[config.mk]
export PLATFORM = sky130hd
export DESIGN_NAME = fah_top
export DESIGN_NICKNAME = d
export VERILOG_FILES = /design/src/rtl/fah_pkg.sv /design/src/rtl/fah_sniff.sv /design/src/rtl/fah_top.sv
export SDC_FILE = /design/constraint.sdc
export NUM_CORES = 1
export LEC_CHECK = 0
export ABC_AREA = 1
export BUFFER_PORTS_ARGS = -buffer_cell sky130_fd_sc_hd__buf_2
export CORE_ASPECT_RATIO = 1.1
export CORE_MARGIN = 8
export CORE_UTILIZATION = 48
export CTS_CLUSTER_SIZE = 16
export DETAILED_ROUTE_END_ITERATION = 8
export GPL_ROUTABILITY_DRIVEN = 0
export PLACE_DENSITY = 0.67
export SETUP_SLACK_MARGIN = 0.1
export SLEW_MARGIN = 40
export SYNTH_ARGS = -nofsm -noshare
export SYNTH_HDL_FRONTEND = slang
export SYNTH_HIERARCHICAL = 1
export SYNTH_SLANG_ARGS = --single-unit
[constraint.sdc]
create_clock -name i_clk_sys -period 2 [get_ports i_clk_sys]
set_input_delay 0.4 -clock i_clk_sys [delete_from_list [all_inputs] [get_ports i_clk_sys]]
set_output_delay 0.4 -clock i_clk_sys [all_outputs]
set_load 0.02 [all_outputs]
[src/rtl/fah_pkg.sv]
// How it works
// - summary bit ORs its group's level-two bits
// - level-two bit ORs its level-three bits
// - detected fault latches until group clear
// - clear works only once condition gone
// - hide bit keeps latching, blocks summary
// - hidden faults never pull fault pin
// - pin driver on: unhidden fault pulls low
// - pin driver off: summary set, pin released
// - active: embedded frame fault sets tone flag
// - sleep: heartbeat only if enabled, no fault tones
// - sleep: tone detection only with receive enable
// - tones follow config register direction bit
// - comm tone single burst, heartbeat periodic
// - shutdown sniff hit enters validate, confirms, wakes
// - sleep/validate wake faults raise wake, ignore hides
// - active: only force command raises wake
// - host wake stays latched until reset
// - disable field all ones blocks every trigger
// - wake sets fault; disarm, clear, rearm
// - wake level status follows sensed pin
// - wake pin high impedance when not pulled
// - sniff fires after run, idle gap resets
// - sniff runs only in shutdown
package fah_pkg;
  localparam int CLK_KHZ = 20000;
  localparam int CLK_MHZ = 20;
  localparam int N_GRP   = 4;
  localparam int L2_PER  = 2;
  localparam int L3_PER  = 2;
  localparam int N_L2    = N_GRP * L2_PER;
  localparam int N_L3    = N_L2 * L3_PER;
  // register offsets
  localparam logic [7:0] A_CONFIG = 8'h00;
  localparam logic [7:0] A_WDIS   = 8'h01;
  localparam logic [7:0] A_HIDE   = 8'h02;
  localparam logic [7:0] A_CLEAR  = 8'h03;
  localparam logic [7:0] A_CMD    = 8'h04;
  localparam logic [7:0] A_SUMM   = 8'h05;
  localparam logic [7:0] A_LVL2   = 8'h06;
  localparam logic [7:0] A_LVL3LO = 8'h07;
  localparam logic [7:0] A_LVL3HI = 8'h08;
  localparam logic [7:0] A_STATUS = 8'h09;
  localparam logic [7:0] A_MODE   = 8'h0A;
  // config fields and reset value
  localparam int CFG_HB_SEND   = 0;
  localparam int CFG_DIR       = 1;
  localparam int CFG_FPIN      = 2;
  localparam int CFG_TONE_RX   = 5;
  localparam int CFG_SNIFF_DIS = 6;
  localparam int CFG_SNIFF_EN  = 7;
  localparam logic [7:0] CFG_RESET = 8'h04;
  localparam int CMD_WAKE_FORCE = 0;
  localparam int CMD_SEND_COMM  = 1;
  localparam logic [1:0] WAKE_DIS_ALL = 2'h3;
  // fault groups
  localparam int GRP_SYS  = 1;
  localparam int FTONE_L3 = 15;
  // tones
  localparam logic TONE_COMM = 1'b0;
  localparam logic TONE_HB   = 1'b1;
  localparam logic [9:0] HB_COUPLETS   = 10'h01E;
  localparam logic [9:0] COMM_COUPLETS = 10'h05A;
  // timing
  localparam int HB_PERIOD_MS  = 400;
  localparam int HB_PERIOD_CYC = HB_PERIOD_MS * CLK_KHZ;
  localparam int VALIDATE_MS   = 10;
  localparam int VALIDATE_CYC  = VALIDATE_MS * CLK_KHZ;
  localparam int SNIFF_IDLE_US  = 50;
  localparam int SNIFF_IDLE_CYC = SNIFF_IDLE_US * CLK_MHZ;
  localparam int SNIFF_COUNT    = 48;
  localparam int CNT_W = 24;

  typedef enum logic [1:0] {
    MODE_ACTIVE   = 2'b00,
    MODE_SLEEP    = 2'b01,
    MODE_SHUTDOWN = 2'b10,
    MODE_VALIDATE = 2'b11
  } fah_mode_t;

  typedef struct packed {
    logic       send;
    logic       kind;
    logic       dir;
    logic [9:0] couplets;
  } fah_tone_t;

  typedef struct packed {
    logic heartbeat_missing;
    logic heartbeat_too_fast;
    logic always_on_switch_fail;
    logic factory_check_error;
    logic config_monitor_error;
  } fah_wake_src_t;
endpackage

[src/rtl/fah_sniff.sv]
`timescale 1ns/10ps
module fah_sniff
  import fah_pkg::*;
#(
  parameter int IDLE_CYC = SNIFF_IDLE_CYC,
  parameter int RUN_N    = SNIFF_COUNT
)(
  input  wire logic i_clk_sys, // system clock
  input  wire logic i_rstn,    // sync reset, low
  input  wire logic i_en,      // detector armed
  input  wire logic i_couplet, // one qualifying couplet
  output logic      o_fire     // run complete pulse
);
  logic [15:0]      run_q;
  logic [CNT_W-1:0] idle_q;

  // count couplets, drop the run on idle gap or disarm
  always_ff @(posedge i_clk_sys)
  begin
    if (!i_rstn || !i_en)
    begin
      run_q  <= 16'h0000;
      idle_q <= '0;
      o_fire <= 1'b0;
    end
    else if (i_couplet)
    begin
      idle_q <= '0;
      o_fire <= (run_q == 16'(RUN_N - 1));
      run_q  <= (run_q == 16'(RUN_N - 1)) ? 16'h0000 : run_q + 16'h0001;
    end
    else
    begin
      o_fire <= 1'b0;
      if (idle_q >= CNT_W'(IDLE_CYC))
        run_q <= 16'h0000;
      else
        idle_q <= idle_q + 1'b1;
    end
  end
endmodule // fah_sniff

[src/rtl/fah_top.sv]
`timescale 1ns/10ps
module fah_top
  import fah_pkg::*;
#(
  parameter int HB_CYC   = HB_PERIOD_CYC,
  parameter int VAL_CYC  = VALIDATE_CYC,
  parameter int IDLE_CYC = SNIFF_IDLE_CYC,
  parameter int SNIFF_N  = SNIFF_COUNT
)(
  input  wire logic            i_clk_sys,        // system clock
  input  wire logic            i_rstn,           // sync reset, low
  input  wire logic [7:0]      i_addr,           // register address
  input  wire logic [7:0]      i_wdata,          // write data
  input  wire logic            i_wr,             // write strobe
  input  wire logic            i_rd,             // read strobe
  output logic      [7:0]      o_rdata,          // read data, next cycle
  input  wire logic [N_L3-1:0] i_fault_raw,      // level-three conditions
  input  wire logic            i_embed_fault,    // frame fault criterion
  input  wire fah_wake_src_t   i_wake_src,       // wake fault levels
  input  wire logic            i_couplet,        // sniffer couplet pin
  input  wire logic            i_tone_fault,     // tone receiver fault pin
  input  wire logic            i_wake_sense,     // wake pin comparator
  output logic                 o_fault_out_n_o,  // fault pin level
  output logic                 o_fault_out_n_oe, // fault pin pull low
  output logic                 o_host_wake_o,    // wake pin level
  output logic                 o_host_wake_oe,   // wake pull-up on
  output fah_tone_t            o_tone,           // tone request
  output fah_mode_t            o_mode            // power mode
);
  localparam int SY_COUP = 0;
  localparam int SY_TONE = 1;
  localparam int SY_WAKE = 2;

  logic [2:0]       s1_q, s2_q, s3_q, stb_q, stp_q, edge_w;
  logic [7:0]       cfg_q;
  logic [1:0]       wdis_q;
  logic [N_GRP-1:0] hide_q, summ_q, clr_p, grp_or;
  logic [N_L3-1:0]  l3_q, raw_all, clr_l3;
  logic [N_L2-1:0]  l2;
  fah_mode_t        mode_q;
  logic             hw_q, hwf_q, fo_oe_q, hw_oe_q;
  logic             force_p, comm_p, dis_all, ftone_evt, trig, sniff_fire;
  logic             sniff_en, rx_live;
  logic [CNT_W-1:0] val_q, hb_q;
  fah_tone_t        tone_q;
  logic [7:0]       rdata_q;

  function automatic int grp_of(input int idx);
    return idx / (L2_PER * L3_PER);
  endfunction

  function automatic logic hit(input logic [7:0] off);
    return i_addr == off;
  endfunction

  // pin inputs through three flops, level taken when last two agree
  always_ff @(posedge i_clk_sys)
  begin
    if (!i_rstn)
    begin
      s1_q  <= 3'h0;
      s2_q  <= 3'h0;
      s3_q  <= 3'h0;
      stb_q <= 3'h0;
      stp_q <= 3'h0;
    end
    else
    begin
      s1_q  <= {i_wake_sense, i_tone_fault, i_couplet};
      s2_q  <= s1_q;
      s3_q  <= s2_q;
      stb_q <= (s2_q & s3_q) | (stb_q & (s2_q | s3_q));
      stp_q <= stb_q;
    end
  end
  assign edge_w = stb_q & ~stp_q;

  // write side effects that last one cycle
  assign clr_p   = (i_wr && hit(A_CLEAR)) ? i_wdata[N_GRP-1:0] : '0;
  assign force_p = i_wr && hit(A_CMD) && i_wdata[CMD_WAKE_FORCE];
  assign comm_p  = i_wr && hit(A_CMD) && i_wdata[CMD_SEND_COMM];
  assign dis_all = (wdis_q == WAKE_DIS_ALL);

  // software-written configuration
  always_ff @(posedge i_clk_sys)
  begin
    if (!i_rstn)
    begin
      cfg_q  <= CFG_RESET;
      wdis_q <= 2'h0;
      hide_q <= '0;
    end
    else if (i_wr)
    begin
      if (hit(A_CONFIG))
        cfg_q <= i_wdata;
      else if (hit(A_WDIS))
        wdis_q <= i_wdata[1:0];
      else if (hit(A_HIDE))
        hide_q <= i_wdata[N_GRP-1:0];
    end
  end

  // tone receiver live in validate, or in sleep when enabled
  assign rx_live = (mode_q == MODE_VALIDATE) ||
                   (mode_q == MODE_SLEEP && cfg_q[CFG_TONE_RX]);

  // fault tone flag sources per power mode
  assign ftone_evt = (mode_q == MODE_ACTIVE && i_embed_fault) ||
                     (rx_live && edge_w[SY_TONE]);

  // hierarchy: level three feeds level two feeds group summary
  always_comb
  begin
    raw_all = i_fault_raw;
    raw_all[FTONE_L3] = i_fault_raw[FTONE_L3] | ftone_evt;
    for (int i = 0; i < N_L3; i++)
      clr_l3[i] = clr_p[grp_of(i)];
    for (int j = 0; j < N_L2; j++)
      l2[j] = |l3_q[j*L3_PER +: L3_PER];
    for (int g = 0; g < N_GRP; g++)
      grp_or[g] = |l2[g*L2_PER +: L2_PER];
    grp_or[GRP_SYS] = grp_or[GRP_SYS] | hwf_q;
  end

  // latch faults; a live condition beats its group clear
  always_ff @(posedge i_clk_sys)
  begin
    if (!i_rstn)
      l3_q <= '0;
    else
      l3_q <= raw_all | (l3_q & ~clr_l3);
  end

  // summary hides masked groups, bits below still latch
  always_ff @(posedge i_clk_sys)
  begin
    if (!i_rstn)
      summ_q <= '0;
    else
      summ_q <= grp_or & ~hide_q;
  end

  // open-drain fault pin pulled low on any visible summary while the config pin driver bit is set
  always_ff @(posedge i_clk_sys)
  begin
    if (!i_rstn)
    begin
      fo_oe_q         <= 1'b0;
      o_fault_out_n_o <= 1'b0;
    end
    else
    begin
      fo_oe_q         <= cfg_q[CFG_FPIN] && (|summ_q);
      o_fault_out_n_o <= 1'b0;
    end
  end

  // wake trigger paths, all blocked by the disable field
  assign trig = !dis_all && (
    ((mode_q == MODE_SLEEP || mode_q == MODE_VALIDATE) &&
     (ftone_evt || (|i_wake_src))) ||
    (mode_q == MODE_ACTIVE && force_p));

  // wake latch cleared only by reset; fault bit has its own clear
  always_ff @(posedge i_clk_sys)
  begin
    if (!i_rstn)
    begin
      hw_q    <= 1'b0;
      hwf_q   <= 1'b0;
      hw_oe_q <= 1'b0;
    end
    else
    begin
      hw_q    <= hw_q | trig;
      hwf_q   <= (trig && !hw_q) || (hwf_q && !(dis_all && clr_p[GRP_SYS]));
      hw_oe_q <= hw_q;
    end
  end

  // power mode: software selects, sniff and validate move on their own
  always_ff @(posedge i_clk_sys)
  begin
    if (!i_rstn)
    begin
      mode_q <= MODE_ACTIVE;
      val_q  <= '0;
    end
    else
    begin
      case (mode_q)
        MODE_SHUTDOWN:
        begin
          val_q <= '0;
          if (sniff_fire)
            mode_q <= MODE_VALIDATE;
          else if (i_wr && hit(A_MODE) && i_wdata[1:0] != MODE_VALIDATE)
            mode_q <= fah_mode_t'(i_wdata[1:0]);
        end
        MODE_VALIDATE:
        begin
          val_q <= val_q + 1'b1;
          if (edge_w[SY_TONE] || val_q == CNT_W'(VAL_CYC - 1))
            mode_q <= MODE_SHUTDOWN;
        end
        default:
        begin
          val_q <= '0;
          if (i_wr && hit(A_MODE) && i_wdata[1:0] != MODE_VALIDATE)
            mode_q <= fah_mode_t'(i_wdata[1:0]);
        end
      endcase
    end
  end

  // sniff detector armed only in shutdown with enable and no disable
  assign sniff_en = (mode_q == MODE_SHUTDOWN) && cfg_q[CFG_SNIFF_EN] &&
                    !cfg_q[CFG_SNIFF_DIS];

  fah_sniff #(
    .IDLE_CYC (IDLE_CYC),
    .RUN_N    (SNIFF_N)
  ) u_sniff (
    .i_clk_sys (i_clk_sys),
    .i_rstn    (i_rstn),
    .i_en      (sniff_en),
    .i_couplet (edge_w[SY_COUP]),
    .o_fire    (sniff_fire)
  );

  // heartbeat period timer, runs only while sending in sleep
  always_ff @(posedge i_clk_sys)
  begin
    if (!i_rstn || mode_q != MODE_SLEEP || !cfg_q[CFG_HB_SEND])
      hb_q <= '0;
    else if (hb_q == CNT_W'(HB_CYC - 1))
      hb_q <= '0;
    else
      hb_q <= hb_q + 1'b1;
  end

  // tone requests: periodic heartbeat bursts, single comm burst
  always_ff @(posedge i_clk_sys)
  begin
    if (!i_rstn)
      tone_q <= '0;
    else
    begin
      tone_q     <= '0;
      tone_q.dir <= cfg_q[CFG_DIR];
      if (mode_q == MODE_SLEEP && cfg_q[CFG_HB_SEND] &&
          hb_q == CNT_W'(HB_CYC - 1))
      begin
        tone_q.send     <= 1'b1;
        tone_q.kind     <= TONE_HB;
        tone_q.couplets <= HB_COUPLETS;
      end
      else if (comm_p)
      begin
        tone_q.send     <= 1'b1;
        tone_q.kind     <= TONE_COMM;
        tone_q.couplets <= COMM_COUPLETS;
      end
    end
  end

  // read data in the cycle after the strobe, zero otherwise
  always_ff @(posedge i_clk_sys)
  begin
    if (!i_rstn || !i_rd)
      rdata_q <= 8'h00;
    else if (hit(A_CONFIG))
      rdata_q <= cfg_q;
    else if (hit(A_WDIS))
      rdata_q <= {6'h00, wdis_q};
    else if (hit(A_HIDE))
      rdata_q <= {4'h0, hide_q};
    else if (hit(A_SUMM))
      rdata_q <= {4'h0, summ_q};
    else if (hit(A_LVL2))
      rdata_q <= l2;
    else if (hit(A_LVL3LO))
      rdata_q <= l3_q[7:0];
    else if (hit(A_LVL3HI))
      rdata_q <= l3_q[15:8];
    else if (hit(A_STATUS))
      rdata_q <= {2'h0, mode_q, hwf_q, l3_q[FTONE_L3], stb_q[SY_WAKE], hw_q};
    else if (hit(A_MODE))
      rdata_q <= {6'h00, mode_q};
    else
      rdata_q <= 8'h00;
  end

  assign o_rdata          = rdata_q;
  assign o_fault_out_n_oe = fo_oe_q;
  assign o_host_wake_o    = hw_oe_q;
  assign o_host_wake_oe   = hw_oe_q;
  assign o_tone           = tone_q;
  assign o_mode           = mode_q;
endmodule // fah_top

* Word level (Yosys, flattened, before mapping)
Cells that the tools add are included.
** Word-level totals
- Input bits :: 45
- Register bits :: 161
- Logic and storage cells :: 154
- Output and inout bits :: 27
** Cells by class
- Muxes and demuxes :: 21
- Magnitude comparators :: 1
- Equal/unequal tests :: 20
- Bitwise operators :: 18
- Reduce and logical (&&, ||, !) cells :: 64
- Add/subtract/negate cells :: 4
** Operators by type and width (count)
- 24-bit by 1-bit adder with 24-bit output, second input constant :: 3
- 8-bit 2-to-1 mux :: 7
- 16-bit 2-to-1 mux :: 3
- 8-bit by 3-bit equality test with 1-bit output, second input constant :: 4
- 24-bit by 18-bit equality test with 1-bit output, second input constant :: 1
- 24-bit by 23-bit equality test with 1-bit output, second input constant :: 1
- 8-bit by 4-bit equality test with 1-bit output, second input constant :: 3
- 24-bit by 10-bit >= comparator with 1-bit output, second input constant :: 1
- 2-bit OR reduction :: 12
- 1-bit logical AND :: 20
- 4-bit OR reduction :: 5
- 16-bit by 1-bit adder with 16-bit output, second input constant :: 1
- 16-bit AND :: 1
- 16-bit by 6-bit equality test with 1-bit output, second input constant :: 1
- 8-bit by 2-bit equality test with 1-bit output, second input constant :: 2
- 16-bit NOT :: 1
- 16-bit bitwise OR :: 1
- 2-bit 2-to-1 mux :: 6
- 1-bit logical OR :: 11
- 8-bit by 1-bit equality test with 1-bit output, second input constant :: 1
- 1-bit zero test :: 8
- 8-bit zero test :: 1
- 7-bit 2-to-1 mux :: 1
- 3-bit AND :: 2
- 21 further kinds :: 31

* Longest topological paths before layout
Gate-level depths: netlist (run 1).
- Depth in word-level cells :: 11
- Gate-level depth with buffers :: 12
- Gate-level depth less buffers :: 11

* Cells and area by module
The synthesis (run 1) kept the hierarchy.
** By module, submodules not included
- fah_top :: seq. area each 2282.2 µm², cells an instance 740, area each 5341.4 µm², times used 1
- fah_sniff :: seq. area each 820.8 µm², cells an instance 308, area each 2135.8 µm², times used 1

* Worst setup path after synthesis (run 1)
OpenSTA, ideal clock, no wires.
- Path kind :: register to register
- Start :: register val_q[0]
- End :: register val_q[16]
- Setup time :: 0.128 ns
- Data arrival time :: 1.417 ns
- Slack :: 0.455 ns
- Data required time :: 1.872 ns
- Buffers on the path :: 0
- Cell stages (with the launch flop) :: 11
- Clock period less this slack :: 1.545 ns
- Cell sequence :: dfxtp_1 ha_1 nand2_1 nor2_2 nand2_2 nor2_4 nand2_2 nor2_4 nand2_2 xor2_1 nor2_1
** Between the ends
- Longest elaborated chain between the ends :: 1
** RTL lines
- start: declaration :: RTL line fah_top.sv:44 : logic [CNT_W-1:0] val_q, hb_q;
- start signal: assignment :: RTL line fah_top.sv:203 : val_q <= val_q + 1'b1;
- 24-bit by 1-bit adder with 24-bit output :: RTL line fah_top.sv:203
Every way passes these cells.
A chain may end at the register's enable or synchronous reset.

* Final worst setup path (run 1)
- Start :: register hb_q[0]
- End :: register hb_q[10]
** Between the ends
- Longest elaborated chain between the ends :: 2
- Elaborated cells on any way between the ends :: 3
- Those cells by class :: add/sub (1); eq/ne (1); reduce/logical (1)
** RTL lines
- start: declaration :: RTL line fah_top.sv:44
- start signal: assignment :: RTL line fah_top.sv:240 : hb_q <= hb_q + 1'b1;
- branches (longest 2 deep; another with 24-bit by 1-bit adder with 24-bit output)
Several ways; the timed one is not identified.

==> results of run 1 <==
==> final cells by class <==
type	instances	share of cell area (%)
Multi-Input combinational cell	719	42.27
Sequential cell	155	36.26
Inverter	146	6.463
Clock buffer	20	5.454
Timing Repair Buffer	79	5.030
Tap cell	200	2.924
Clock inverter	12	1.594
==> metrics by stage <==
| step | hold WS (ps) | power [mW] | cell area (um2) | setup slack (ps) | util (%) |
|---|---|---|---|---|---|
| CTS | 141.3 | 6.650 | 8557 | 292.5 | 55.22 |
| floorplan | 390.5 | 3.337 | 7496 | 455.2 | - |
| finish | 157.7 | 6.583 | 8557 | 300.3 | 55.22 |
| detailed placement | 412.0 | 3.421 | 7954 | 279.1 | 51.33 |
| global route | 171.2 | 6.811 | 8557 | 101.0 | 55.22 |
| global placement | 400.6 | 3.420 | 7954 | 304.2 | 51.33 |
==> logic make-up (layout without fill, tap and decap cells) <==
kind of cell	Yosys count	count (layout)
buffers and inverters	179	257
other	1	6
xor gates and xnor gates	14	14
adders and majority gates	5	5
and+or+nand+nor	560	560
AOI/OAI and AO/OA	134	134
DFF	155	155
==> sequential cells by signal (all words and copies together) (netlist names), 2 cells and up <==
signal / cells
cfg_q: 8
hb_q: 24
hide_q: 4
l3_q: 16
o_mode: 2
o_rdata: 8
o_tone: 4
s1_q: 3
s2_q: 3
s3_q: 3
stb_q: 3
stp_q: 2
summ_q: 4
u_sniff/idle_q: 24
u_sniff/run_q: 16
val_q: 24
wdis_q: 2
==> placed cells by master, fill, tap and decap left out, types with 7 or more instances in the layout <==
| cell | netlist | routed |
|---|---|---|
| sky130_fd_sc_hd__nand4_1 | 33 | 33 |
| sky130_fd_sc_hd__nand2_2 | 16 | 16 |
| sky130_fd_sc_hd__nand2_1 | 192 | 192 |
| sky130_fd_sc_hd__clkbuf_16 | 0 | 17 |
| sky130_fd_sc_hd__nor2_1 | 153 | 153 |
| sky130_fd_sc_hd__nand3_1 | 75 | 75 |
| sky130_fd_sc_hd__nor4_1 | 12 | 12 |
| sky130_fd_sc_hd__dfxtp_1 | 155 | 155 |
| sky130_fd_sc_hd__nor2_2 | 8 | 8 |
| sky130_fd_sc_hd__buf_4 | 14 | 14 |
| sky130_fd_sc_hd__xor2_1 | 9 | 9 |
| sky130_fd_sc_hd__inv_2 | 13 | 13 |
| sky130_fd_sc_hd__o21ai_0 | 28 | 28 |
| sky130_fd_sc_hd__nand3_2 | 7 | 7 |
| sky130_fd_sc_hd__a21oi_1 | 80 | 80 |
| sky130_fd_sc_hd__inv_1 | 131 | 131 |
| sky130_fd_sc_hd__nor3_1 | 20 | 20 |
| sky130_fd_sc_hd__buf_2 | 4 | 65 |
| sky130_fd_sc_hd__nor2_4 | 12 | 12 |
==> path summary, 6_finish.rpt <==
| kind | end | slack, ps | depth (start not counted) |
|---|---|---|---|
| max | hb_q[10] | 300 | 10 |
| min | s1_q[1] | 160 | 3 |
| max reg2reg | hb_q[10] | 300 | 10 |
| min reg2reg | s2_q[0] | 420 | 2 |
==> power groups by stage <==
stage | Sequential (mW) | Combinational (mW) | Clock, mW
5_1_grt | 3.16 | 0.229 | 3.43
3_3_place_gp | 3.22 | 0.200 | 0
3_5_place_dp | 3.22 | 0.200 | 0
2_1_floorplan | 3.22 | 0.122 | 0
4_1_cts | 3.15 | 0.201 | 3.30
6_report | 3.15 | 0.202 | 3.23
==> worst max-delay path, stage by stage (launching register included) <==
cell	delay, ps
sky130_fd_sc_hd__dfxtp_1	350
sky130_fd_sc_hd__ha_1	170
sky130_fd_sc_hd__nand2_1	70
sky130_fd_sc_hd__nor2_2	160
sky130_fd_sc_hd__nand2_2	120
sky130_fd_sc_hd__inv_2	70
sky130_fd_sc_hd__nand4_2	150
sky130_fd_sc_hd__nand2_4	250
sky130_fd_sc_hd__inv_2	100
sky130_fd_sc_hd__o21ai_1	80
sky130_fd_sc_hd__a21oi_1	50
==> metal layers <==
metal  GRT usage (%)  wire length, um  vias to the layer above
li1                -                -                     3512
met1           21.51             7847                     3051
met2           29.49             7946                      151
met3           3.620              797                       34
met4           7.893              436                        0
met5               0                0                        -
==> impl_results.rst, run 1 <==
.. list-table::
   :header-rows: 1

   * - Metric
     - Value
   * - Commonest cells in the synthesized netlist
     - sky130_fd_sc_hd__nand2_1 (192), sky130_fd_sc_hd__dfxtp_1 (155), sky130_fd_sc_hd__nor2_1 (153)
   * - Final number of max-transition violations
     - 0
   * - Type of origin of the critical path
     - flip-flop
   * - Total Wirelength
     - 17030 um
   * - Number of violations reported at the end of detailed-routing iteration 0
     - 518
   * - Max-cap check violation count
     - 0
   * - Slew @ Worst Pin
     - roughly 640 ps
   * - Shortest clock period the worst path allows after layout
     - about 1700 ps
   * - Cell area after synthesis
     - about 0.0075 mm2
   * - Area of the multi-input gates
     - 0.003617 mm2
   * - Number of antenna violations at the first check in global routing
     - 0
   * - Worst min-delay path startpoint
     - i_tone_fault
   * - Count of pins on the block boundary
     - 72
   * - Via count of the first global-routing pass
     - 6468
   * - DRC viols
     - 0
   * - Xor and xnor fraction of the mapped netlist area
     - 1.640%
   * - Maximum fanout along the worst path
     - 19
   * - Dominant combinational cell family by area after synthesis
     - simple AND/OR/NAND/NOR gates
   * - First-pass GRT wire length
     - 29300 um
   * - Clock tree from TritonCTS
     - built
   * - Cell at the root of the clock tree
     - sky130_fd_sc_hd__clkbuf_16
   * - Worst setup path start
     - hb_q[0]
   * - Area fraction of the dominant cell type after synthesis
     - 41.50%
   * - Vert. Die Dim
     - 146.9 um
   * - HPWL after detailed placement
     - 12860 um
   * - GRT overflow
     - 0
   * - Layout area overhead
     - 14.44%
   * - Proportion of register bits with asynchronous set or reset after synthesis
     - 0%
   * - Sequential cell area in the final layout
     - 0.003103 mm2
   * - Number of synthesized flops with an enable pin
     - 0
   * - Start-to-end type of the worst setup path
     - reg2reg
   * - Number of buffers inserted by hold repair at cts
     - 0
   * - Maximum number of pins on one net before global-route repair
     - 31
   * - Non-filler instance count after layout
     - about 1300
   * - Adder-cell share of the synthesized area
     - 0.8367%
   * - H-tree levels
     - 4
   * - Data arrival, critical path
     - 2010 ps
   * - Layout cells sized above 1
     - 16.45%
   * - Multiplexer share of the synthesized area
     - 0%
   * - Total internal power
     - 5.148 mW
   * - Initial standard-cell utilization of the core
     - 48.26%
   * - Final worst path period share
     - between 80% and 90%
   * - Clock insertion delay at the later pin of the skew report
     - 430 ps
   * - Setup TNS
     - 0 ps
   * - Switching fraction of total power
     - 21.80%
   * - Leading register cell type out of synthesis
     - sky130_fd_sc_hd__dfxtp_1
   * - Combinational Power Share
     - 3.1%
   * - Cell types with the largest area share after synthesis
     - sky130_fd_sc_hd__dfxtp_1 (41%), sky130_fd_sc_hd__nand2_1 (9.6%), sky130_fd_sc_hd__nor2_1 (7.7%)
   * - Number of post-CTS setup repair buffers
     - 0
   * - FF-to-FF Start
     - hb_q[0]
   * - Path category of the worst min-delay check
     - in2reg
   * - Number of nets at the end of the flow
     - about 1200
   * - Static leakage
     - roughly 3.4 nW
   * - Run status
     - completed
   * - Compound-Gate Fraction of Synth Area
     - 9.772%
   * - DR vias
     - 6748
   * - Post-synthesis simple-gate area fraction
     - 35.83%
   * - Part of the power in registers
     - 47.9%
   * - Final number of setup-violating endpoints
     - 0
   * - Cell Pwr Density
     - 769.3 mW/mm2
   * - Worst path required time
     - about 2300 ps
   * - Post-DRT Antenna Nets
     - 0
   * - Port Buffer Count
     - 65
   * - Post-Place Cells
     - roughly 1300
   * - Max transition margin
     - 57.14%
   * - Setup repair after global routing missed its margin
     - no
   * - Filler instances
     - 1532
   * - Synthesized instance count
     - around 1000
   * - Clock transition at path regs
     - ~60 ps
   * - Syn avg cell area
     - about 7.1 um2
   * - Proportion of power drawn by the clock network
     - about half
   * - DR pass1 iterations
     - 4
   * - Average detailed-routed wire length per instance
     - ~13 um
   * - Number of instances resized during post-cts repair
     - 0
   * - Global router's overall resource usage
     - between 10% and 20%
   * - Highest achievable clock rate
     - 588.3 MHz
   * - Number of synthesized register bits
     - 155
   * - Sequential element share of the synthesized area
     - around 41%
   * - DIE AREA
     - 0.01983 mm2
   * - Buffer levels on the longest clock path
     - 2
   * - Hold Vio Cnt, Final
     - 0
   * - Placeable core region
     - 0.01549 mm2
   * - Clock buffers created by TritonCTS
     - 17
   * - Yosys warnings
     - 6
   * - Max rail drop VDD
     - between 0.6 and 0.7 mV
   * - Cell accounting for the most synthesized area
     - sky130_fd_sc_hd__dfxtp_1
   * - Number of inserted diodes
     - 0
   * - Switching Power
     - 1.435 mW
   * - FP Rows
     - 48
   * - CP Capture Type
     - flip-flop
   * - # clock sinks
     - 155
   * - Count of distinct cell types in the synthesized netlist
     - 49
   * - Ratio of routed vias to standard cells
     - between 5 and 6
   * - Width of the die
     - 135 um
   * - Most instantiated library cell after synthesis
     - sky130_fd_sc_hd__nand2_1
   * - Worst clock skew
     - 7.565 ps
(Power assumes the default switching activity.)
==> inputs of run 2 (changes only) <==
--- a/config.mk
+++ b/config.mk
@@ -13,7 +13,7 @@
 export CTS_CLUSTER_SIZE = 16
 export DETAILED_ROUTE_END_ITERATION = 8
 export GPL_ROUTABILITY_DRIVEN = 0
-export PLACE_DENSITY = 0.67
+export PLACE_DENSITY = 0.69
 export SETUP_SLACK_MARGIN = 0.1
 export SLEW_MARGIN = 40
 export SYNTH_ARGS = -nofsm -noshare
==> constraint.sdc (replaced) <==
create_clock -name i_clk_sys -period 1.5 [get_ports i_clk_sys]
set_input_delay 0.3 -clock i_clk_sys [delete_from_list [all_inputs] [get_ports i_clk_sys]]
set_output_delay 0.3 -clock i_clk_sys [all_outputs]
set_load 0.02 [all_outputs]
==> impl_results.rst, run 2 (same netlist as run 1, synthesis figures left out) <==
.. list-table::
   :header-rows: 1

   * - Metric
     - Value
   * - Initial standard-cell utilization of the core
     - 48.26% (unchanged)
   * - Number of antenna violations at the first check in global routing
     - 0 (unchanged)
   * - DIE AREA
     - 0.01983 mm2 (unchanged)
   * - Combinational Power Share
     - 3.2% (about the same)
   * - DR pass1 iterations
     - 5 (+1)
   * - Total internal power
     - 7.107 mW (+38%)
   * - Shortest clock period the worst path allows after layout
     - 1538 ps (-162.1 ps)
   * - Cell Pwr Density
     - 906.4 mW/mm2 (+18%)
   * - Final number of max-transition violations
     - 0 (unchanged)
   * - FP Rows
     - 48 (unchanged)
   * - Type of origin of the critical path
     - flip-flop
   * - Post-route design area
     - 0.01004 mm2 (+17%)
   * - Max-cap check violation count
     - 0 (unchanged)
   * - Global router's overall resource usage
     - 19.98% (+2.3 points)
   * - Critical Path Slowest Stage Cell
     - sky130_fd_sc_hd__dfxtp_4
   * - Max transition margin
     - 55.20% (-1.9 points)
   * - Number of nets at the end of the flow
     - 1243 (+6.4%)
   * - Switching Power
     - 1.995 mW (+39%)
   * - Post-detailed-placement cell area
     - 0.008421 mm2 (+5.9%)
   * - Buffer levels on the longest clock path
     - 2 (unchanged)
   * - Port Buffer Count
     - 65 (unchanged)
   * - Layout cells sized above 1
     - 34.16% (+18 points)
   * - Maximum fanout along the worst path
     - 4 (-15)
   * - Highest achievable clock rate
     - 650.4 MHz (+11%)
   * - PnR worst setup slack
     - -37.62 ps (-337.9 ps)
   * - Maximum number of pins on one net before global-route repair
     - 31 (unchanged)
   * - First-pass GRT wire length
     - 32510 um (+11%)
   * - Hold Vio Cnt, Final
     - 0 (unchanged)
   * - Post-Place Cells
     - 1347 (+3.7%)
   * - Series of cell instances along the critical path
     - ha_4, nand2_4, nor2_4, nand2_4, nor2_4, nand2_4, nor2_4, nand2_2, o21ai_1, a21oi_1
   * - Start-to-end type of the worst setup path
     - reg2reg
   * - Layout area overhead
     - 34.30%
   * - Clock transition at path regs
     - 60 ps (about the same)
   * - Via count of the first global-routing pass
     - 6903 (+6.7%)
   * - Data arrival, critical path
     - 1850 ps (-160 ps)
   * - HPWL after detailed placement
     - 13880 um (+7.9%)
   * - Slowest Stage Delay on Critical Path
     - 370 ps (+20 ps)
   * - Average detailed-routed wire length per instance
     - 14.94 um (+17%)
   * - Total Wirelength
     - 21000 um (+23%)
   * - Buffers & Inverters on Critical Path
     - 0 (-2)
   * - DR vias
     - 7461 (+11%)
   * - Vert. Die Dim
     - 146.9 um (unchanged)
   * - Run status
     - complete, but fails checks
   * - Worst clock skew
     - 11.61 ps (+4.042 ps)
   * - Placeable core region
     - 0.01549 mm2 (unchanged)
   * - CP Capture Type
     - flip-flop
   * - Most frequent standard cell in the layout excluding fill and tap cells
     - sky130_fd_sc_hd__nand2_1
   * - Count of pins on the block boundary
     - 72 (unchanged)
   * - Max rail drop VDD
     - 0.8416 mV (+37%)
   * - Post-layout utilization of the core
     - 64.81% (+9.6 points)
   * - Clock insertion delay at the later pin of the skew report
     - 430 ps (about the same)
   * - Violated checks
     - negative setup slack
   * - Switching fraction of total power
     - 21.92% (+0.12 points)
   * - GRT overflow
     - 0 (unchanged)
   * - Number of violations reported at the end of detailed-routing iteration 0
     - 652 (+26%)
   * - Part of the power in registers
     - 45.9% (-2.0 points)
   * - H-tree levels
     - 4 (unchanged)
   * - Final number of setup-violating endpoints
     - 2 (+2)
   * - Proportion of power drawn by the clock network
     - 50.8% (+1.8 points)
   * - Number of inserted diodes
     - 0 (unchanged)
   * - Cell at the root of the clock tree
     - sky130_fd_sc_hd__clkbuf_16
   * - Final worst path period share
     - 102.5% (+18 points)
   * - Top library cells by usage in the layout, fill and taps aside
     - sky130_fd_sc_hd__nand2_1 (168), sky130_fd_sc_hd__nor2_1 (135), sky130_fd_sc_hd__inv_1 (125), sky130_fd_sc_hd__dfxtp_1 (120), sky130_fd_sc_hd__buf_4 (69)
   * - Biggest regs
     - hb_q: 24 flops, u_sniff/idle_q: 24 flops, val_q: 24 flops
   * - Post-DRT Antenna Nets
     - 0 (unchanged)
   * - Static leakage
     - 4.169 nW (+23%)
   * - Width of the die
     - 135 um (unchanged)
   * - Path category of the worst min-delay check
     - in2reg
   * - Slew @ Worst Pin
     - 665.8 ps (+23.66 ps)
   * - DRC viols
     - 0 (unchanged)
   * - Non-filler instance count after layout
     - 1406 (+5.6%)
   * - Clock buffers created by TritonCTS
     - 17 (unchanged)
   * - Clock tree from TritonCTS
     - built
   * - Cell family with most CP delay
     - simple AND/OR/NAND/NOR gates
   * - Ratio of routed vias to standard cells
     - 5.307 (+4.7%)
   * - # clock sinks
     - 155 (unchanged)
   * - Worst path required time
     - 1820 ps (-490 ps)
   * - Setup repair after global routing missed its margin
     - yes
==> run 2: layout make-up <==
class / count / area, um2
Sequential cell: 155 / 3179
Timing Repair Buffer: 153 / 1102
Inverter: 146 / 573.1
Multi-Input combinational cell: 720 / 4305
Fill cell: 1261 / 5453
Tap cell: 200 / 250.2
Clock buffer: 20 / 446.7
Clock inverter: 12 / 185.2
==> run 2: worst register-to-register path: stages, from the launching register on <==
cell,delay [ps]
sky130_fd_sc_hd__dfxtp_4,370
sky130_fd_sc_hd__ha_4,150
sky130_fd_sc_hd__nand2_4,50
sky130_fd_sc_hd__nor2_4,140
sky130_fd_sc_hd__nand2_4,90
sky130_fd_sc_hd__nor2_4,130
sky130_fd_sc_hd__nand2_4,80
sky130_fd_sc_hd__nor2_4,140
sky130_fd_sc_hd__nand2_2,100
sky130_fd_sc_hd__o21ai_1,130
sky130_fd_sc_hd__a21oi_1,50
==> run 2: power groups by stage <==
stage	Sequential, mW	Clock (mW)	Combinational, mW
3_3_place_gp	4.29	0	0.286
2_1_floorplan	4.29	0	0.162
5_1_grt	4.19	4.87	0.325
3_5_place_dp	4.29	0	0.286
4_1_cts	4.19	4.68	0.290
6_report	4.18	4.63	0.294
==> run 2: timing repair <==
item                                    4_1_cts  5_1_grt
gates cloned                                  1        3
hold buffers                                  0        0
setup buffers                                11       12
endpoints found under the setup margin       39       64
pin swaps                                    21       51
gates resized for setup                      50      159
hold endpoints to repair                      0        0
==> run 2: final timing paths <==
| path | startpoint | endpoint | slack [ps] | depth (start not counted) |
|---|---|---|---|---|
| min | i_wake_sense | s1_q[2] | 50 | 3 |
| min reg2reg | s1_q[0] | s2_q[0] | 420 | 2 |
| max | hb_q[0] | hb_q[16] | -40 | 10 |
| max reg2reg | hb_q[0] | hb_q[16] | -40 | 10 |
==> run 2: metal layers <==
metal / track usage (%) / part of all wire [%]
met4: 9.116 / 2.9
met5: 0 / 0
met1: 24.06 / 42
met2: 33.55 / 49
met3: 3.928 / 5.8
==> run 2: through the flow <==
stage	TNS, ps	setup slack, ps	total power, mW	hold slack, ps
final	-50.61	-37.62	9.102	48.93
after global routing	-1056	-83.86	9.377	55.63
after CTS	0	12.70	9.162	37.39
after detailed placement	-1178	-146.8	4.580	403.0
after global placement	-649.5	-90.89	4.579	415.6
after floorplan	0	50.42	4.448	390.5
==> inputs of run 3 (changes only) <==
--- a/config.mk
+++ b/config.mk
@@ -9,11 +9,11 @@
 export BUFFER_PORTS_ARGS = -buffer_cell sky130_fd_sc_hd__buf_2
 export CORE_ASPECT_RATIO = 1.1
 export CORE_MARGIN = 8
-export CORE_UTILIZATION = 48
+export CORE_UTILIZATION = 54
 export CTS_CLUSTER_SIZE = 16
 export DETAILED_ROUTE_END_ITERATION = 8
 export GPL_ROUTABILITY_DRIVEN = 0
-export PLACE_DENSITY = 0.69
+export PLACE_DENSITY = 0.77
 export SETUP_SLACK_MARGIN = 0.1
 export SLEW_MARGIN = 40
 export SYNTH_ARGS = -nofsm -noshare
==> impl_results.rst, run 3 (same netlist as run 1, synthesis figures left out) <==
.. list-table::
   :header-rows: 1

   * - Metric
     - Value
   * - Layout area overhead
     - 33.70%
   * - Clock buffers created by TritonCTS
     - 17 (unchanged)
   * - Maximum number of pins on one net before global-route repair
     - 31 (unchanged)
   * - CP Capture Type
     - flip-flop
   * - Max rail drop VDD
     - 0.8194 mV (-2.6%)
   * - Layout cells sized above 1
     - 33.94% (-0.22 points)
   * - Cell at the root of the clock tree
     - sky130_fd_sc_hd__clkbuf_16
   * - Final number of max-transition violations
     - 0 (unchanged)
   * - Start-to-end type of the worst setup path
     - reg2reg
   * - Most frequent standard cell in the layout excluding fill and tap cells
     - sky130_fd_sc_hd__nand2_1
   * - Ratio of routed vias to standard cells
     - 5.519 (+4.0%)
   * - Global router's overall resource usage
     - 21.28% (+1.3 points)
   * - Run status
     - complete, but fails checks
   * - Port Buffer Count
     - 65 (unchanged)
   * - Post-route design area
     - 0.009997 mm2 (-0.45%)
   * - Number of buffers inserted by hold repair at cts
     - 0 (unchanged)
   * - Max transition margin
     - 66.72% (+12 points)
   * - Violated checks
     - negative setup slack
   * - Final number of setup-violating endpoints
     - 5 (+3)
   * - First-pass GRT wire length
     - 31190 um (-4.1%)
   * - Number of antenna violations at the first check in global routing
     - 0 (unchanged)
   * - Biggest regs
     - hb_q: 24 flops, u_sniff/idle_q: 24 flops, val_q: 24 flops
   * - Initial standard-cell utilization of the core
     - 54.65% (+6.4 points)
   * - Final worst path period share
     - 103.8% (+1.3 points)
   * - Cell Pwr Density
     - 862.5 mW/mm2 (-4.8%)
   * - Filler instances
     - 974 (-23%)
   * - Clock insertion delay at the later pin of the skew report
     - 440 ps (about the same)
   * - Worst hold stages
     - 3 (unchanged)
   * - Critical Path Slowest Stage Cell
     - sky130_fd_sc_hd__dfxtp_4
   * - Worst setup path start
     - hb_q[0]
   * - DRC viols
     - 0 (unchanged)
   * - Highest achievable clock rate
     - 642.1 MHz (-1.3%)
   * - Data arrival, critical path
     - 1890 ps (+40 ps)
   * - Maximum fanout along the worst path
     - 4 (unchanged)
   * - Non-filler instance count after layout
     - 1399 (-0.50%)
   * - Clock tree from TritonCTS
     - built
   * - PnR worst setup slack
     - -57.51 ps (-19.89 ps)
   * - Shortest clock period the worst path allows after layout
     - 1558 ps (+19.89 ps)
   * - HPWL after detailed placement
     - 13510 um (-2.7%)
   * - Worst Reg2Reg Path Length in Cells
     - 10 (unchanged)
   * - Buffer levels on the longest clock path
     - 2 (unchanged)
   * - Vert. Die Dim
     - 139.4 um (-5.1%)
   * - Post-detailed-placement cell area
     - 0.008381 mm2 (-0.48%)
   * - Total Wirelength
     - 21750 um (+3.6%)
   * - FP Rows
     - 45 (-6.3%)
   * - Series of cell instances along the critical path
     - ha_4, nand2_4, nor2_4, nand2_4, nor2_4, nand2_2, nor2_4, nand2_2, o21ai_1, a21oi_1
   * - Number of violations reported at the end of detailed-routing iteration 0
     - 729 (+12%)
   * - Slew @ Worst Pin
     - 494.6 ps (-171.3 ps)
   * - Count of pins on the block boundary
     - 72 (unchanged)
   * - FF-to-FF setup slack
     - -60 ps (-20 ps)
   * - Dominant cell type by count on the critical path
     - sky130_fd_sc_hd__nor2_4
   * - Worst path required time
     - 1830 ps (about the same)
   * - Post-Place Cells
     - 1330 (-1.3%)
   * - GRT overflow
     - 0 (unchanged)
   * - H-tree levels
     - 4 (unchanged)
   * - Placeable core region
     - 0.01368 mm2 (-12%)
   * - Type of origin of the critical path
     - flip-flop
   * - Slowest Stage Delay on Critical Path
     - 370 ps (about the same)
   * - Worst clock skew
     - 7.544 ps (-4.064 ps)
   * - Setup repair after global routing missed its margin
     - yes
   * - Width of the die
     - 128.2 um (-5.0%)
   * - Max-cap check violation count
     - 0 (unchanged)
   * - Static leakage
     - 4.081 nW (-2.1%)
   * - Path category of the worst min-delay check
     - in2reg
   * - DR pass1 iterations
     - 5 (unchanged)
   * - DR vias
     - 7721 (+3.5%)
   * - Number of inserted diodes
     - 0 (unchanged)
   * - Hold Vio Cnt, Final
     - 0 (unchanged)
   * - Via count of the first global-routing pass
     - 6887 (-0.23%)
   * - # clock sinks
     - 155 (unchanged)
   * - Number of nets at the end of the flow
     - 1248 (+0.40%)
   * - Post-DRT Antenna Nets
     - 0 (unchanged)
   * - DIE AREA
     - 0.01787 mm2 (-9.9%)
   * - Worst min-delay path startpoint
     - i_wake_sense
   * - Average detailed-routed wire length per instance
     - 15.55 um (+4.1%)
   * - Clock transition at path regs
     - 70 ps (about the same)
   * - Top library cells by usage in the layout, fill and taps aside
     - sky130_fd_sc_hd__nand2_1 (174), sky130_fd_sc_hd__nor2_1 (127), sky130_fd_sc_hd__inv_1 (126), sky130_fd_sc_hd__dfxtp_1 (122), sky130_fd_sc_hd__buf_4 (73)
   * - FF-to-FF Start
     - hb_q[0]
## run 3: changes by cell type in the layout (fill, tap and decap cells not counted), sizes merged
cell,previous run,this run
buf,151,155
inv,148,150
clkbuf,22,21
bufinv,4,1
clkinv,5,9
nand2,210,209
## run 3: final timing paths
path	endpoint
max	hb_q[18]
min	s1_q[2]
max reg2reg	hb_q[18]
min reg2reg	s2_q[0]
## run 3: timing repair
item	in CTS	in global routing
gates resized for setup	40	159
pin swaps	16	57
gates cloned	0	6
setup buffers	11	21
endpoints found under the setup margin	39	73
## run 3: per-layer routing
metal | wire length, um | global-route usage [%]
met1 | 8487 | 24.38
met2 | 10930 | 36.24
met3 | 1494 | 5.006
met4 | 843 | 10.34
met5 | 0 | 0
## run 3: where the power goes
group	total, mW	switching, mW	internal, mW
logic	0.291	0.182	0.109
clock network	4.15	1.85	2.31
registers	4.18	0.0333	4.15
total	8.62	2.06	6.56
## run 3: cell type report
type,count,area [um2],area share (%)
Multi-Input combinational cell,719,4249,42.50
Sequential cell,155,3177,31.78
Timing Repair Buffer,159,1204,12.04
Inverter,146,568.0,5.682
Clock buffer,17,425.4,4.255
Tap cell,188,235.2,2.353
Clock inverter,15,138.9,1.389
## run 3: worst max-delay path, delay by kind of cell (launching register included)
kind,cells,cell delay (ps)
and+or+nand+nor,7,760
DFF,1,370
AOI/OAI and AO/OA,2,170
adders and majority gates,1,140
## run 3: stage by stage
| step | setup TNS (ps) | setup slack [ps] | utilization [%] | total power [mW] | hold WS, ps |
|---|---|---|---|---|---|
| floorplan | 0 | 50.42 | - | 4.448 | 390.5 |
| global placement | -331.6 | -55.83 | 61.25 | 4.569 | 408.1 |
| detailed placement | -763.9 | -80.48 | 61.25 | 4.573 | 413.0 |
| CTS | 0 | 29.14 | 67.07 | 8.660 | 38.11 |
| global route | -1931 | -169.9 | 73.07 | 8.880 | 52.94 |
| finish | -143.1 | -57.51 | 73.07 | 8.623 | 47.02 |
